### src/hdl/cal_regs_consts.vh
/*
 Constants for the calibration register block: register indices, field
 positions, reset values and numeric format figures.
 Assumes inclusion by bare name from the design files of this block.
*/
`ifndef CAL_REGS_CONSTS_VH
`define CAL_REGS_CONSTS_VH

// ----------------------------------------
// Register map (word addresses)
// ----------------------------------------
`define ADDR_W 4
`define ADDR_CONFIG 4'h0
`define ADDR_TRIM 4'h1
`define ADDR_GAIN 4'h2
`define ADDR_RATIO_OFS 4'h3
`define ADDR_NR_OFS_SIG 4'h4
`define ADDR_NR_OFS_REF 4'h5
`define ADDR_STATUS 4'h6
`define ADDR_CAL_RESULT 4'h7

// ----------------------------------------
// Widths and reset values
// ----------------------------------------
`define WORD_W 24
`define CFG_W 20
`define TRIM_W 4
`define RST_WORD 24'h000000
`define RST_CFG 20'h00000
`define RST_TRIM 4'h0
`define RST_GAIN 24'h800000
`define UNMAPPED_RD 24'h000000

// ----------------------------------------
// Field positions
// ----------------------------------------
`define TRIM_SIGN_BIT 23
`define TRIM_MAG_HI 22
`define TRIM_MAG_LO 20
`define TRIM_HI 23
`define TRIM_LO 20
`define TRIM_NIB_SIGN 3
`define TRIM_NIB_MAG_HI 2
`define CFG_HI 19
`define CFG_EXC_BIT 19
`define CFG_FREQ_HI_BIT 18
`define CFG_FREQ_LO_BIT 17
`define CFG_PGA_HI_BIT 15
`define CFG_PGA_LO_BIT 14
`define CFG_CAL_EXEC_BIT 10
`define CFG_CC_HI 7
`define CFG_CC_LO 4
`define CFG_BIT0 0

// ----------------------------------------
// Calibration control codes (cal_ctrl_3..0)
// ----------------------------------------
`define CC_NR_REF 4'h8
`define CC_NR_SIG 4'h4
`define CC_RATIO 4'h2
`define CC_GAIN 4'h1
`define CC_NR_BOTH 4'hc

// ----------------------------------------
// Gain format: unsigned, one count is 2^-23, 1.0 at 0x800000
// ----------------------------------------
`define GAIN_FRAC_BITS 23
`define GAIN_MIN_OK 24'h400000
`define GAIN_REC_LO 24'h666666
`define GAIN_REC_HI 24'h99999a
`define FE_GAIN 8'h19
`define MAG_STEP_PCT 8'h19

// ----------------------------------------
// Status bits
// ----------------------------------------
`define ST_BUSY 0
`define ST_GAIN_RANGE 1
`define ST_GAIN_REC 2
`define ST_INTERFACE_MODE_PIN 3
`define ST_W 4

`endif

### src/hdl/cal_regs.v
/*
 Calibration and correction register set of a bridge converter's
 post-processor: configuration, coarse offset trim, gain, ratiometric and
 non-ratiometric offsets, with a simple calibration sequencer.
 Assumes a single-cycle register port master on clk and an external
 calibration engine that supplies result words.
*/
// The register offsets and strobed register access were left to the implementer.
// Notes on behaviour
// - Five calibration stores held here
// - Non-ratiometric offsets: 24-bit two's complement
// - Ratiometric offset: 24-bit two's complement
// - Ratiometric count weighs 2^-23 of reference
// - Gain unsigned, 2^-23 up to two
// - Gain 0.5..2.0 accepted, above 1.2 coarse
// - Ratiometric cal sets trim, then fine word
// - Gain and offset words readable and writable back
// - PGA 1,2,4,8 over fixed gain 25
// - Mode pin low selects five/four-wire port
// - Trim register 24 bits, sign 23, magnitude 22..20
// - Sign 0 adds, 1 subtracts offset
// - Magnitude steps of 25 percent
// - Bits 19..0 read back configuration
// - Writes leave mirrored bits unchanged
// - Cal control 7..4, cal enable at 10
// - Gain resets to unity, MSB only
`timescale 1ns/1ns
`include "cal_regs_consts.vh"

module cal_regs
(
   input wire clk,
   input wire rst_n,
   input wire [`ADDR_W-1:0] addr,
   input wire [`WORD_W-1:0] wdata,
   input wire wr_stb,
   input wire rd_stb,
   output reg [`WORD_W-1:0] rdata,
   input wire interface_mode_pin,
   input wire cal_done,
   input wire [`TRIM_W-1:0] cal_trim,
   input wire [`WORD_W-1:0] cal_word,
   output reg cal_start,
   output reg [3:0] cal_type,
   output reg cal_phase_fine,
   output reg five_wire_mode,
   output reg [`WORD_W-1:0] nr_ofs_sig,
   output reg [`WORD_W-1:0] nr_ofs_ref,
   output reg [`WORD_W-1:0] ratio_ofs,
   output reg [`WORD_W-1:0] gain,
   output reg [`TRIM_W-1:0] trim,
   output reg signed [9:0] trim_offset_pct,
   output reg [3:0] pga_gain,
   output reg [7:0] total_gain,
   output reg excitation_source,
   output reg [1:0] excitation_freq
);

   // ----------------------------------------
   // Declarations
   // ----------------------------------------
   localparam ST_IDLE = 2'h0;
   localparam ST_COARSE = 2'h1;
   localparam ST_FINE = 2'h2;
   localparam ST_SINGLE = 2'h3;

   reg [`CFG_W-1:0] config_q;
   reg [`TRIM_W-1:0] trim_q;
   reg [`WORD_W-1:0] gain_q;
   reg [`WORD_W-1:0] ratio_q;
   reg [`WORD_W-1:0] nr_sig_q;
   reg [`WORD_W-1:0] nr_ref_q;
   reg [1:0] state_q;
   reg [1:0] state_d;
   reg mode_meta_q;
   reg mode_q;
   reg [`WORD_W-1:0] rdata_d;
   wire signed [9:0] trim_pct;
   wire gain_in_range;
   wire gain_rec;
   wire cal_exec;
   wire [3:0] cc;
   wire busy;
   wire launch;
   wire [1:0] pga_sel;
   wire [`ST_W-1:0] status;

   assign cal_exec = config_q[`CFG_CAL_EXEC_BIT];
   assign cc = config_q[`CFG_CC_HI:`CFG_CC_LO];
   assign busy = (state_q != ST_IDLE);
   // Start is judged on the old config word, so the write that sets
   // the enable bit does not itself launch a run
   assign launch = (state_q == ST_IDLE) && (state_d != ST_IDLE);
   assign pga_sel = config_q[`CFG_PGA_HI_BIT:`CFG_PGA_LO_BIT];

   // ----------------------------------------
   // Helpers
   // ----------------------------------------
   function [3:0] pga_decode;
      input [1:0] sel;
      begin
         pga_decode = 4'h1 << sel;
      end
   endfunction

   trim_decode u_trim
   (
      .trim(trim_q),
      .offset_pct(trim_pct)
   );

   gain_check u_gain
   (
      .gain(gain_q),
      .in_range(gain_in_range),
      .recommended(gain_rec)
   );

   // ----------------------------------------
   // Status word
   // ----------------------------------------
   // Range flags are advisory only; a gain outside them is still applied
   assign status[`ST_BUSY] = busy;
   assign status[`ST_GAIN_RANGE] = gain_in_range;
   assign status[`ST_GAIN_REC] = gain_rec;
   assign status[`ST_INTERFACE_MODE_PIN] = mode_q;

   // ----------------------------------------
   // Mode pin synchroniser
   // ----------------------------------------
   // Pin is asynchronous; only the second stage is read downstream
   always @(posedge clk or negedge rst_n)
   begin
      if (!rst_n)
      begin
         mode_meta_q <= 1'b0;
         mode_q <= 1'b0;
      end
      else
      begin
         mode_meta_q <= interface_mode_pin;
         mode_q <= mode_meta_q;
      end
   end

   // ----------------------------------------
   // Calibration sequencer
   // ----------------------------------------
   // Any write with cal enable left set re-runs the selected calibration
   // Triggers while busy are dropped, so a run is never restarted midway
   always @*
   begin
      state_d = state_q;
      case (state_q)
         ST_IDLE:
         begin
            if (wr_stb && cal_exec)
            begin
               if (cc == `CC_RATIO)
                  state_d = ST_COARSE;
               else if (cc == `CC_NR_REF || cc == `CC_NR_SIG || cc == `CC_NR_BOTH || cc == `CC_GAIN)
                  state_d = ST_SINGLE;
            end
         end
         ST_COARSE:
            if (cal_done)
               state_d = ST_FINE;
         ST_FINE:
            if (cal_done)
               state_d = ST_IDLE;
         ST_SINGLE:
            if (cal_done)
               state_d = ST_IDLE;
         default:
            state_d = ST_IDLE;
      endcase
   end

   // ----------------------------------------
   // Register file and state
   // ----------------------------------------
   always @(posedge clk or negedge rst_n)
   begin
      if (!rst_n)
      begin
         state_q <= ST_IDLE;
         config_q <= `RST_CFG;
         trim_q <= `RST_TRIM;
         gain_q <= `RST_GAIN;
         ratio_q <= `RST_WORD;
         nr_sig_q <= `RST_WORD;
         nr_ref_q <= `RST_WORD;
         cal_start <= 1'b0;
         cal_type <= 4'h0;
      end
      else
      begin
         state_q <= state_d;
         cal_start <= launch;
         if (launch)
            cal_type <= cc;
         if (wr_stb)
         begin
            case (addr)
               `ADDR_CONFIG: config_q <= wdata[`CFG_HI:0];
               // Only the trim nibble takes the write; low bits mirror config
               `ADDR_TRIM: trim_q <= wdata[`TRIM_HI:`TRIM_LO];
               `ADDR_GAIN: gain_q <= wdata;
               `ADDR_RATIO_OFS: ratio_q <= wdata;
               `ADDR_NR_OFS_SIG: nr_sig_q <= wdata;
               `ADDR_NR_OFS_REF: nr_ref_q <= wdata;
               default: ;
            endcase
         end
         // Results from the engine override a same-cycle software write
         if (cal_done)
         begin
            case (state_q)
               ST_COARSE: trim_q <= cal_trim;
               ST_FINE: ratio_q <= cal_word;
               ST_SINGLE:
               begin
                  if (cal_type == `CC_NR_SIG || cal_type == `CC_NR_BOTH)
                     nr_sig_q <= cal_word;
                  if (cal_type == `CC_NR_REF || cal_type == `CC_NR_BOTH)
                     nr_ref_q <= cal_word;
                  if (cal_type == `CC_GAIN)
                     gain_q <= cal_word;
               end
               default: ;
            endcase
         end
      end
   end

   // ----------------------------------------
   // Read path
   // ----------------------------------------
   always @*
   begin
      rdata_d = `UNMAPPED_RD;
      case (addr)
         `ADDR_CONFIG: rdata_d = {4'h0, config_q};
         `ADDR_TRIM: rdata_d = {trim_q, config_q};
         `ADDR_GAIN: rdata_d = gain_q;
         `ADDR_RATIO_OFS: rdata_d = ratio_q;
         `ADDR_NR_OFS_SIG: rdata_d = nr_sig_q;
         `ADDR_NR_OFS_REF: rdata_d = nr_ref_q;
         `ADDR_STATUS: rdata_d = {20'h00000, status};
         `ADDR_CAL_RESULT: rdata_d = {20'h00000, cal_type};
         default: rdata_d = `UNMAPPED_RD;
      endcase
   end

   // Zero outside the answer slot so a stale word never reads as an answer
   always @(posedge clk or negedge rst_n)
   begin
      if (!rst_n)
         rdata <= `RST_WORD;
      else if (rd_stb)
         rdata <= rdata_d;
      else
         rdata <= `RST_WORD;
   end

   // ----------------------------------------
   // Registered outputs to the datapath
   // ----------------------------------------
   // Offsets (two's complement) and gain (unsigned) feed the post-processor as raw words;
   // the 2^-23 weighting is applied there, not here
   always @(posedge clk or negedge rst_n)
   begin
      if (!rst_n)
      begin
         five_wire_mode <= 1'b1;
         nr_ofs_sig <= `RST_WORD;
         nr_ofs_ref <= `RST_WORD;
         ratio_ofs <= `RST_WORD;
         gain <= `RST_GAIN;
         trim <= `RST_TRIM;
         trim_offset_pct <= 10'sh000;
         pga_gain <= 4'h1;
         total_gain <= `FE_GAIN;
         excitation_source <= 1'b0;
         excitation_freq <= 2'h0;
         cal_phase_fine <= 1'b0;
      end
      else
      begin
         five_wire_mode <= ~mode_q;
         nr_ofs_sig <= nr_sig_q;
         nr_ofs_ref <= nr_ref_q;
         ratio_ofs <= ratio_q;
         gain <= gain_q;
         trim <= trim_q;
         trim_offset_pct <= trim_pct;
         pga_gain <= pga_decode(pga_sel);
         total_gain <= (`FE_GAIN << pga_sel);
         excitation_source <= config_q[`CFG_EXC_BIT];
         excitation_freq <= config_q[`CFG_FREQ_HI_BIT:`CFG_FREQ_LO_BIT];
         cal_phase_fine <= (state_q == ST_FINE);
      end
   end

endmodule

### src/hdl/trim_decode.v
/*
 Decodes the coarse offset trim nibble into a signed offset in percent of
 nominal input.
 Assumes a purely combinational consumer on the same clock.
*/
`timescale 1ns/1ns
`include "cal_regs_consts.vh"

module trim_decode
(
   input wire [`TRIM_W-1:0] trim,
   output wire signed [9:0] offset_pct
);

   wire [2:0] mag;
   wire [9:0] mag_pct;

   assign mag = trim[`TRIM_NIB_MAG_HI:0];
   // Each code step is 25 percent; code 111 gives 175 percent
   assign mag_pct = {2'h0, mag * `MAG_STEP_PCT};
   // Zero magnitude applies nothing whatever the sign
   assign offset_pct = (mag == 3'h0) ? 10'sh000 :
                       (trim[`TRIM_NIB_SIGN] ? -$signed(mag_pct) : $signed(mag_pct));

endmodule

### src/hdl/gain_check.v
/*
 Classifies the gain word against the working and recommended ranges.
 Assumes the word is unsigned with 23 fraction bits.
*/
`timescale 1ns/1ns
`include "cal_regs_consts.vh"

module gain_check
(
   input wire [`WORD_W-1:0] gain,
   output wire in_range,
   output wire recommended
);

   // Accepted working span is 0.5 to 2.0; above 1.2 codes may go missing
   assign in_range = (gain >= `GAIN_MIN_OK);
   // Calibrated words should lie within 0.8 to 1.2
   assign recommended = (gain >= `GAIN_REC_LO) && (gain <= `GAIN_REC_HI);

endmodule

### config.mk
export PLATFORM = sky130hd
export DESIGN_NAME = cal_regs
export DESIGN_NICKNAME = d
export VERILOG_FILES = /design/src/hdl/cal_regs.v /design/src/hdl/trim_decode.v /design/src/hdl/gain_check.v
export VERILOG_INCLUDE_DIRS = /design/src /design/src/hdl
export SDC_FILE = /design/constraint.sdc
export NUM_CORES = 1
export LEC_CHECK = 0
export ABC_AREA = 1
export BUFFER_PORTS_ARGS = -buffer_cell sky130_fd_sc_hd__buf_4
export CAP_MARGIN = 20
export CORE_MARGIN = 2
export CORE_UTILIZATION = 60
export DETAILED_ROUTE_END_ITERATION = 16
export PLACE_DENSITY = 0.85
export SLEW_MARGIN = 0
export SYNTH_ARGS = -nofsm -noshare
export SYNTH_HDL_FRONTEND = slang
export SYNTH_HIERARCHICAL = 1
export SYNTH_SLANG_ARGS = --single-unit
### constraint.sdc
create_clock -name clk -period 4.9 [get_ports clk]
set_clock_uncertainty 0.15 [all_clocks]
set_input_delay 0.98 -clock clk [delete_from_list [all_inputs] [get_ports clk]]
set_output_delay 0.98 -clock clk [all_outputs]
set_load 0.01 [all_outputs]
Yosys cells after proc, flatten, opt, wreduce, memory -nomap -nowiden
Index checks and enable logic that the tools add are counted.
- output and inout bits: 156
- word-level logic and storage cells: 99
- bits of input ports: 62
- register bits after elaboration: 280
- magnitude comparators: 3
- $mul: 1
- bitwise logic cells: 1
- shift operators: 2
- reductions and logical operators: 15
- mux-type cells: 33
- equal/unequal tests: 19
- add/sub/neg operators: 1
- operators with widths (operator ; number):
    $mux 24 ; 20
    $pmux 24 s8 ; 1
    $ge 24x23->1 const B ; 2
    $eq 4x3->1 const B ; 6
    $le 24x24->1 const B ; 1
    $mux 10 ; 2
    $eq 4x4->1 const B ; 4
    $mux 4 ; 4
    $eq 4x1->1 const B ; 3
    $eq 4x2->1 const B ; 3
    $mux 2 ; 5
    $neg 8->10 ; 1
    $mul 3x5->8 const B ; 1
    $shl 5x2->8 const A ; 1
    $pmux 2 s3 ; 1
    $logic_or 1x1->1 ; 5
    $eq 2x2->1 const B ; 2
    $logic_not 4->1 ; 1
    $reduce_bool 2->1 ; 2
    $shl 1x2->4 const A ; 1
    $logic_and 1x1->1 ; 3
    $logic_not 3->1 ; 1
    $eq 2x1->1 const B ; 1
    $logic_not 2->1 ; 1
    other kinds (3) ; 3

Longest topological paths before layout
Gate-level depths: netlist of run 1.
- depth after elaboration: 10
- depth in mapped cells: 13
- mapped depth without buffers: 13

Cells and area by module
The synthesis of run 1 kept the hierarchy.
- by module, submodules not included (module ; area each (um2) ; instances ; cells each):
    cal_regs ; 11162.0 ; 1 ; 1214
    gain_check ; 386.6 ; 1 ; 90
    trim_decode ; 329.1 ; 1 ; 55

Worst setup path before layout of run 1
Ideal clock, no wire load.
- kind: input-to-reg
- start: in wr_stb
- end: reg nr_sig_q[10]
- arrival time: 1.871 ns
- required time: 4.668 ns
- buffers on the path: 3
- cell stages on the path: 5
- setup slack: 2.797 ns
- cells stage by stage: buf_2 > clkbuf_1 > buf_2 > nand4_1 > a31oi_1
- cells in the longest elaborated chain, start to end: 4
- RTL lines (element ; RTL line ; source):
    from (decl) ; cal_regs.v:36 ; input wire wr_stb,
    $mux 24 (*) ; cal_regs.v:202 ; if (wr_stb)
    $mux 24 ; cal_regs.v:223 ; if (cal_type == `CC_NR_SIG || cal_type == `CC_NR_BOTH)
    $mux 24 ; cal_regs.v:218 ; case (state_q)
    $mux 24 (*) ; cal_regs.v:216 ; if (cal_done)
    to (signal assigned) ; cal_regs.v:191 ; nr_sig_q <= `RST_WORD;
    to (signal assigned) ; cal_regs.v:210 ; `ADDR_NR_OFS_SIG: nr_sig_q <= wdata;
    to (signal assigned) ; cal_regs.v:224 ; nr_sig_q <= cal_word;
    to (decl) ; cal_regs.v:71 ; reg [`WORD_W-1:0] nr_sig_q;
Mark *: on every way between the ends. The rest lies on a longest branch, timed or not.
A chain may end at the register's enable or synchronous reset.

Final worst setup path of run 1
- start: in cal_done
- end: reg gain_q[20]
- cells in the longest elaborated chain, start to end: 1
- RTL lines (element ; RTL line ; source):
    from (decl) ; cal_regs.v:40 ; input wire cal_done,
    $mux 24 ; cal_regs.v:216 ;
    to (signal assigned) ; cal_regs.v:189 ; gain_q <= `RST_GAIN;
    to (signal assigned) ; cal_regs.v:208 ; `ADDR_GAIN: gain_q <= wdata;
    to (signal assigned) ; cal_regs.v:228 ; gain_q <= cal_word;
    to (decl) ; cal_regs.v:69 ; reg [`WORD_W-1:0] gain_q;
No other way between the ends.

==> run_results.csv, run 1 <==
group,metric,value,unit
status,status,"complete, no violations",
detailed_routing,drt.antenna.violating_nets,0,
place,gp_congestion,0.892,
global_route,grtUsageTotal,32.6,%
place,post-place-ws,1.26,ns
sta,slew_headroom,26.5,%
synth,ys_seq_elements,276,
detailed_routing,wire_per_inst,18.7,µm
power,power.internal,5.33,mW
die,core,19500,µm²
hold_path,min_path_type,"reg2reg",
job,maxCapViolations,0,
critical_path,required,5.22,ns
power,power.share.clock,28.1,%
power,sequentialPowerShare,45.0,%
critical_path,crit_chain,"buf_4 -> inv_1 -> nor2_2 -> nand4_2 -> inv_1 -> nand2_1 -> nand2_1",
clock_tree,cts-root-buf,"clkbuf_16",
critical_path,path_buf_inv,3,
finish,final_common_cell,"nand2_1",
critical_path,crit_arrival,3.44,ns
synth,synthSimpleGateAreaFrac,25.4,%
critical_path,cp_slowest_cell,"inv_1",
finish,final_cell_mix,"nand2_1, dfrtp_1, buf_4",
clock_tree,ctsResizeCount,0,
critical_path,r2r_cells,5,
place,io_buffers,217,
synth,synth_xor_area_share,0,%
sta,min_period,3.13,ns
clock_tree,htreeDepth,1,
global_route,grt_max_degree,125,
critical_path,cp.depth,7,
detailed_routing,dr.pass1.iters,7,
clock_tree,clk-insertion-delay-late,0.53,ns
sta,clock.fmax,320,MHz
clock_tree,cts_setup_buffers,0,
power,power_leakage,7.51,nW
sta,slew_violations,0,
power,swShare,32.8,%
die,initial_core_util,61.0,%
detailed_routing,num_vias,10749,
finish,stdcell_count,1834,
clock_tree,clockBufferDepth,3,
place,dp.cells,1783,
global_route,antenna_found_initial,0,
clock_tree,path_clk_slew,0.06,ns
die,die_area,20900,µm²
finish,fin_util,75.3,%
finish,fin_area,14700,µm²
power,vdd_ir_drop_max,0.307,mV
synth,ys_types,34,
sta,rsz0062_at_grt,"false",
critical_path,critPathKind,"in2reg",
critical_path,regToRegSetupSlack,2.23,ns
clock_tree,cts_hold_buffers,0,
place,place_area,13600,µm²
clock_tree,clkSinkCount,276,
critical_path,slowest_delay,0.92,ns
finish,diodes,0,
clock_tree,cts_tree,"built",
synth,yosysTopAreaCellShare,56.9,%
detailed_routing,drc_errors,0,
synth,syn_avg_cell_area,8.74,µm²
critical_path,crit_family,"buffers and inverters",
finish,area_delta_synth_final,23.4,%
die,rows,51,
die,die_x,145,µm
power,comb_power_share,26.9,%
die,dieHeight,145,µm
sta,setup_violations,0,
power,p_switching,2.60,mW
synth,synth.top_cells.by_area,"dfrtp_1, nand2_1, nand3_1, inv_1, nor2_1",
detailed_routing,drt_iter0_drc,1231,
critical_path,critPathCaptureType,"flop",
synth,synth_fa_ha_area_share,1.37,%
detailed_routing,met2_length,16200,µm
sta,worst_slack,1.77,ns
power,powerDensity,541,nW/µm²
detailed_routing,wl_met3,4220,µm
synth,syn_inst,1359,
detailed_routing,top_layer,"met4",
synth,synthMuxAreaShare,0,%
synth,synth_top_family_by_area,"simple AND/OR/NAND/NOR gates",
synth,synthesis.area,11900,µm²
place,dp_hpwl,21400,µm
synth,synth_warnings,6,
global_route,gr-total-overflow,0,
sta,hold_viol,0,
detailed_routing,drt-total-wl,34400,µm
finish,drive_above_1_share,19.9,%
global_route,grt_pass1_vias,10252,
synth,synth-compound-area-share,7.25,%
synth,syn-num-nets,1434,
synth,synth-seq-area-share,58.2,%
clock_tree,cts_inserted_buffers,28,
sta,finalSetupTns,0,ns
sta,hold_slack,0.206,ns
die,io_pins,218,
sta,worstMarginPinSlew,1.10,ns
critical_path,crit_path_start_kind,"input pin",
critical_path,cp_max_fo,29,
detailed_routing,via_per_inst,5.86,
sta,period_share,63.9,%
power,power.total,7.94,mW
hold_path,min_path_cells,0,
global_route,grt_pass1_wl,52900,µm
synth,yosys.area.top_type,"dfrtp_1",
finish,fin_nets,1625,
detailed_routing,wl_met1,12600,µm
[power by group through the flow]
| stage | clock (mW) | sequential (mW) | combinational [mW] |
|---|---|---|---|
| finish | 2.23 | 3.57 | 2.13 |
| global route | 2.34 | 3.64 | 2.38 |
| global placement | 0 | 3.56 | 2.01 |
| floorplan | 0 | 3.58 | 0.986 |
| detailed placement | 0 | 3.58 | 2.09 |
| CTS | 2.24 | 3.55 | 2.12 |
[cells by family after synthesis]
logic type | after synthesis
compound gates | 140
flops | 276
fa+ha+maj | 13
simple gates | 708
buf+inv | 222
[worst register-to-register path: cells and delay by family (launching register included)]
family	cells	cell delay [ns]
and+or+nand+nor	4	1.08
buffers and inverters	1	0.93
DFF	1	0.46
[state kept, by name, indices dropped and copies added, names as in the netlist, 2 cells and up]
name	cells
rdata	24
nr_ofs_ref	24
nr_ofs_sig	24
gain	24
ratio_q	24
trim	4
trim_offset_pct	10
cal_type	4
total_gain	7
excitation_freq	2
ratio_ofs	24
nr_ref_q	24
state_q	2
nr_sig_q	24
gain_q	24
config_q	20
trim_q	4
[layer usage]
metal	up-vias	track usage, %
met5	-	0
met4	0	13.2
met3	151	6.55
met2	831	52.1
met1	5025	44.2
li1	4742	-
[area by class of cell]
| cell class | count | area [µm²] |
|---|---|---|
| Clock buffer | 39 | 813 |
| Clock inverter | 10 | 165 |
| Fill cell | 1345 | 4800 |
| Inverter | 149 | 559 |
| Multi-Input combinational cell | 861 | 4060 |
| Sequential cell | 276 | 6910 |
| Tap cell | 265 | 332 |
| Timing Repair Buffer | 234 | 1820 |
[cells in the mapped netlist (all sizes together)]
cell type,n
dfrtp,270
o21bai,1
o211ai,49
nand4,27
a31oi,25
nand2,383
nor3,3
clkinv,1
nor2,123
inv,148
ha,13
dfstp,6
or2,3
o21ai,50
buf,39
a21oi,15
nor3b,1
clkbuf,34
nand3,168
[worst paths after layout]
| path | from | to |
|---|---|---|
| worst max-delay path | cal_done | gain_q[20] |
| worst min-delay path | mode_meta_q | mode_q |
| worst max register to register | cal_type[2] | gain_q[20] |
| worst min register to register | mode_meta_q | mode_q |
| max in group asynchronous | rst_n | total_gain[3] |
| min in group asynchronous | rst_n | trim_offset_pct[4] |
Power figures use the tool's default switching activity.
==> inputs of run 2 (changes only) <==
--- a/config.mk
+++ b/config.mk
@@ -10,9 +10,9 @@
 export BUFFER_PORTS_ARGS = -buffer_cell sky130_fd_sc_hd__buf_4
 export CAP_MARGIN = 20
 export CORE_MARGIN = 2
-export CORE_UTILIZATION = 60
+export CORE_UTILIZATION = 50
 export DETAILED_ROUTE_END_ITERATION = 16
-export PLACE_DENSITY = 0.85
+export PLACE_DENSITY = 0.76
 export SLEW_MARGIN = 0
 export SYNTH_ARGS = -nofsm -noshare
 export SYNTH_HDL_FRONTEND = slang
==> constraint.sdc (replaced) <==
create_clock -name clk -period 2.7 [get_ports clk]
set_clock_uncertainty 0.15 [all_clocks]
set_input_delay 0.54 -clock clk [delete_from_list [all_inputs] [get_ports clk]]
set_output_delay 0.54 -clock clk [all_outputs]
set_load 0.01 [all_outputs]
==> run_results.csv, run 2 (synthesis results as in run 1) <==
group,metric,value,unit
finish,drive_above_1_share,21.1,%
finish,fin_nets,1647,
clock_tree,clockBufferDepth,3,
hold_path,min_path_type,"in2reg",
critical_path,r2r_cells,8,
sta,slew_violations,0,
critical_path,cp_slowest_cell,"dfrtp_1",
hold_path,min_from,"cal_trim[0]",
die,core,23400,µm²
sta,clock.fmax,489,MHz
critical_path,slowest_delay,0.43,ns
critical_path,regToRegSetupSlack,0.65,ns
sta,period_share,75.8,%
sta,rsz0062_at_grt,"false",
power,power.total,14.4,mW
die,io_pins,218,
die,rows,56,
clock_tree,clkSinkCount,276,
sta,hold_slack,0.0482,ns
clock_tree,cts_setup_buffers,0,
hold_path,min_path_cells,3,
global_route,antenna_found_initial,0,
clock_tree,htreeDepth,1,
detailed_routing,drc_errors,0,
critical_path,critPathMostFrequentCell,"ha_1",
place,io_buffers,217,
die,initial_core_util,50.8,%
critical_path,crit_chain,"inv_1 -> ha_1 -> ha_1 -> ha_1 -> nor2_1 -> nand2_1 -> a21oi_1 -> nor2_1",
critical_path,critPathCaptureType,"flop",
hold_path,hold_path_end,"trim_q[0]",
detailed_routing,via_per_inst,5.44,
detailed_routing,drt_iter0_drc,837,
finish,area_delta_synth_final,25.6,%
detailed_routing,dr.pass1.iters,7,
global_route,grt_pass1_vias,10003,
power,powerDensity,965,nW/µm²
detailed_routing,drt.antenna.violating_nets,0,
critical_path,crit_path_start_kind,"flop",
detailed_routing,wire_per_inst,18.3,µm
global_route,grtUsageTotal,28.0,%
sta,worstMarginPinSlew,0.566,ns
sta,setup_violations,0,
die,die_area,25000,µm²
place,place_area,13900,µm²
place,gp_congestion,0.916,
critical_path,cp_max_fo,6,
finish,fin_area,14900,µm²
status,status,"complete, no violations",
detailed_routing,num_vias,10414,
finish,final_cell_mix,"nand2_1, dfrtp_1, buf_4",
sta,hold_viol,0,
finish,final_common_cell,"nand2_1",
clock_tree,clk-insertion-delay-late,0.55,ns
critical_path,crit_arrival,2.33,ns
clock_tree,cts-root-buf,"clkbuf_16",
die,dieHeight,158,µm
global_route,grt_max_degree,67,
global_route,grt_pass1_wl,54200,µm
global_route,gr-total-overflow,0,
sta,slew_headroom,62.2,%
detailed_routing,drt-total-wl,35100,µm
sta,finalSetupTns,0,ns
power,power_leakage,7.61,nW
finish,diodes,0,
critical_path,r2r-end,"trim_offset_pct[7]",
die,die_x,158,µm
critical_path,r2r-start,"trim_q[1]",
job,maxCapViolations,0,
critical_path,critPathKind,"reg2reg",
critical_path,path_buf_inv,1,
place,dp_hpwl,23300,µm
clock_tree,cts_inserted_buffers,28,
clock_tree,path_clk_slew,0.06,ns
clock_tree,cts_tree,"built",
critical_path,crit_family,"adder cells",
critical_path,required,2.98,ns
power,vdd_ir_drop_max,0.547,mV
sta,min_period,2.05,ns
==> run 2: cell count changes in the layout (fill, tap and decap cells not counted), sizes merged <==
cell / previous run / this run
clkinv: 4 / 5
inv: 149 / 148
bufinv: 4 / 3
buf: 234 / 254
dlygate4sd3: 0 / 2
clkinvlp: 2 / 3
clkbuf: 39 / 42
==> run 2: timing repair <==
item	4_1_cts	5_1_grt
hold buffers	2	0
gates resized for setup	0	0
endpoints found under the hold margin	61	0
==> run 2: power by group <==
part           internal, mW  switching (mW)  leakage [nW]
Sequential             5.45            1.03          3.25
Clock                  2.44            1.60         0.473
Combinational          1.77            2.10          3.89
Total                  9.67            4.72          7.61
==> run 2: how the worst max path moves through the flow <==
stage | startpoint | endpoint | slack (ns) | depth (start not counted)
2_1_floorplan | trim_q[1] | trim_offset_pct[7] | 0.81 | 8
3_3_place_gp | addr[3] | rdata[4] | 0.46 | 7
3_5_place_dp | addr[3] | rdata[10] | 0.42 | 7
4_1_cts | trim_q[1] | trim_offset_pct[7] | 0.65 | 8
5_1_grt | trim_q[1] | trim_offset_pct[7] | 0.47 | 8
6_report | trim_q[1] | trim_offset_pct[7] | 0.65 | 8
==> run 2: stage by stage <==
step | utilization [%] | instances | setup slack, ns
final | 63.7 | 1913 | 0.654
after floorplan | - | 1359 | 0.810
after CTS | 63.7 | 1913 | 0.653
after detailed placement | 59.5 | 1859 | 0.421
after global routing | 63.7 | 1913 | 0.468
after global placement | 59.5 | 1859 | 0.465
==> run 2: layout make-up <==
cell class / count / area [µm²]
clock buffer: 42 / 845
clock inverter: 10 / 136
fill: 1961 / 8490
inverter: 149 / 559
multi-input combinational: 861 / 4070
sequential: 276 / 6910
tap: 319 / 399
timing repair buffer: 256 / 2000
==> run 2: layer usage <==
metal	part of all wire (%)	global-route usage [%]	up-vias
met5	0	0	-
met4	3.5	10.7	0
met3	9.7	4.46	99
met2	47	45.2	628
met1	40	38.3	4907
li1	-	-	4780
==> run 2: tightest hold or removal path, cell delays in order <==
cell and delay (ns):
buf_4 0.08, nand2_1 0.04, nand2_1 0.05
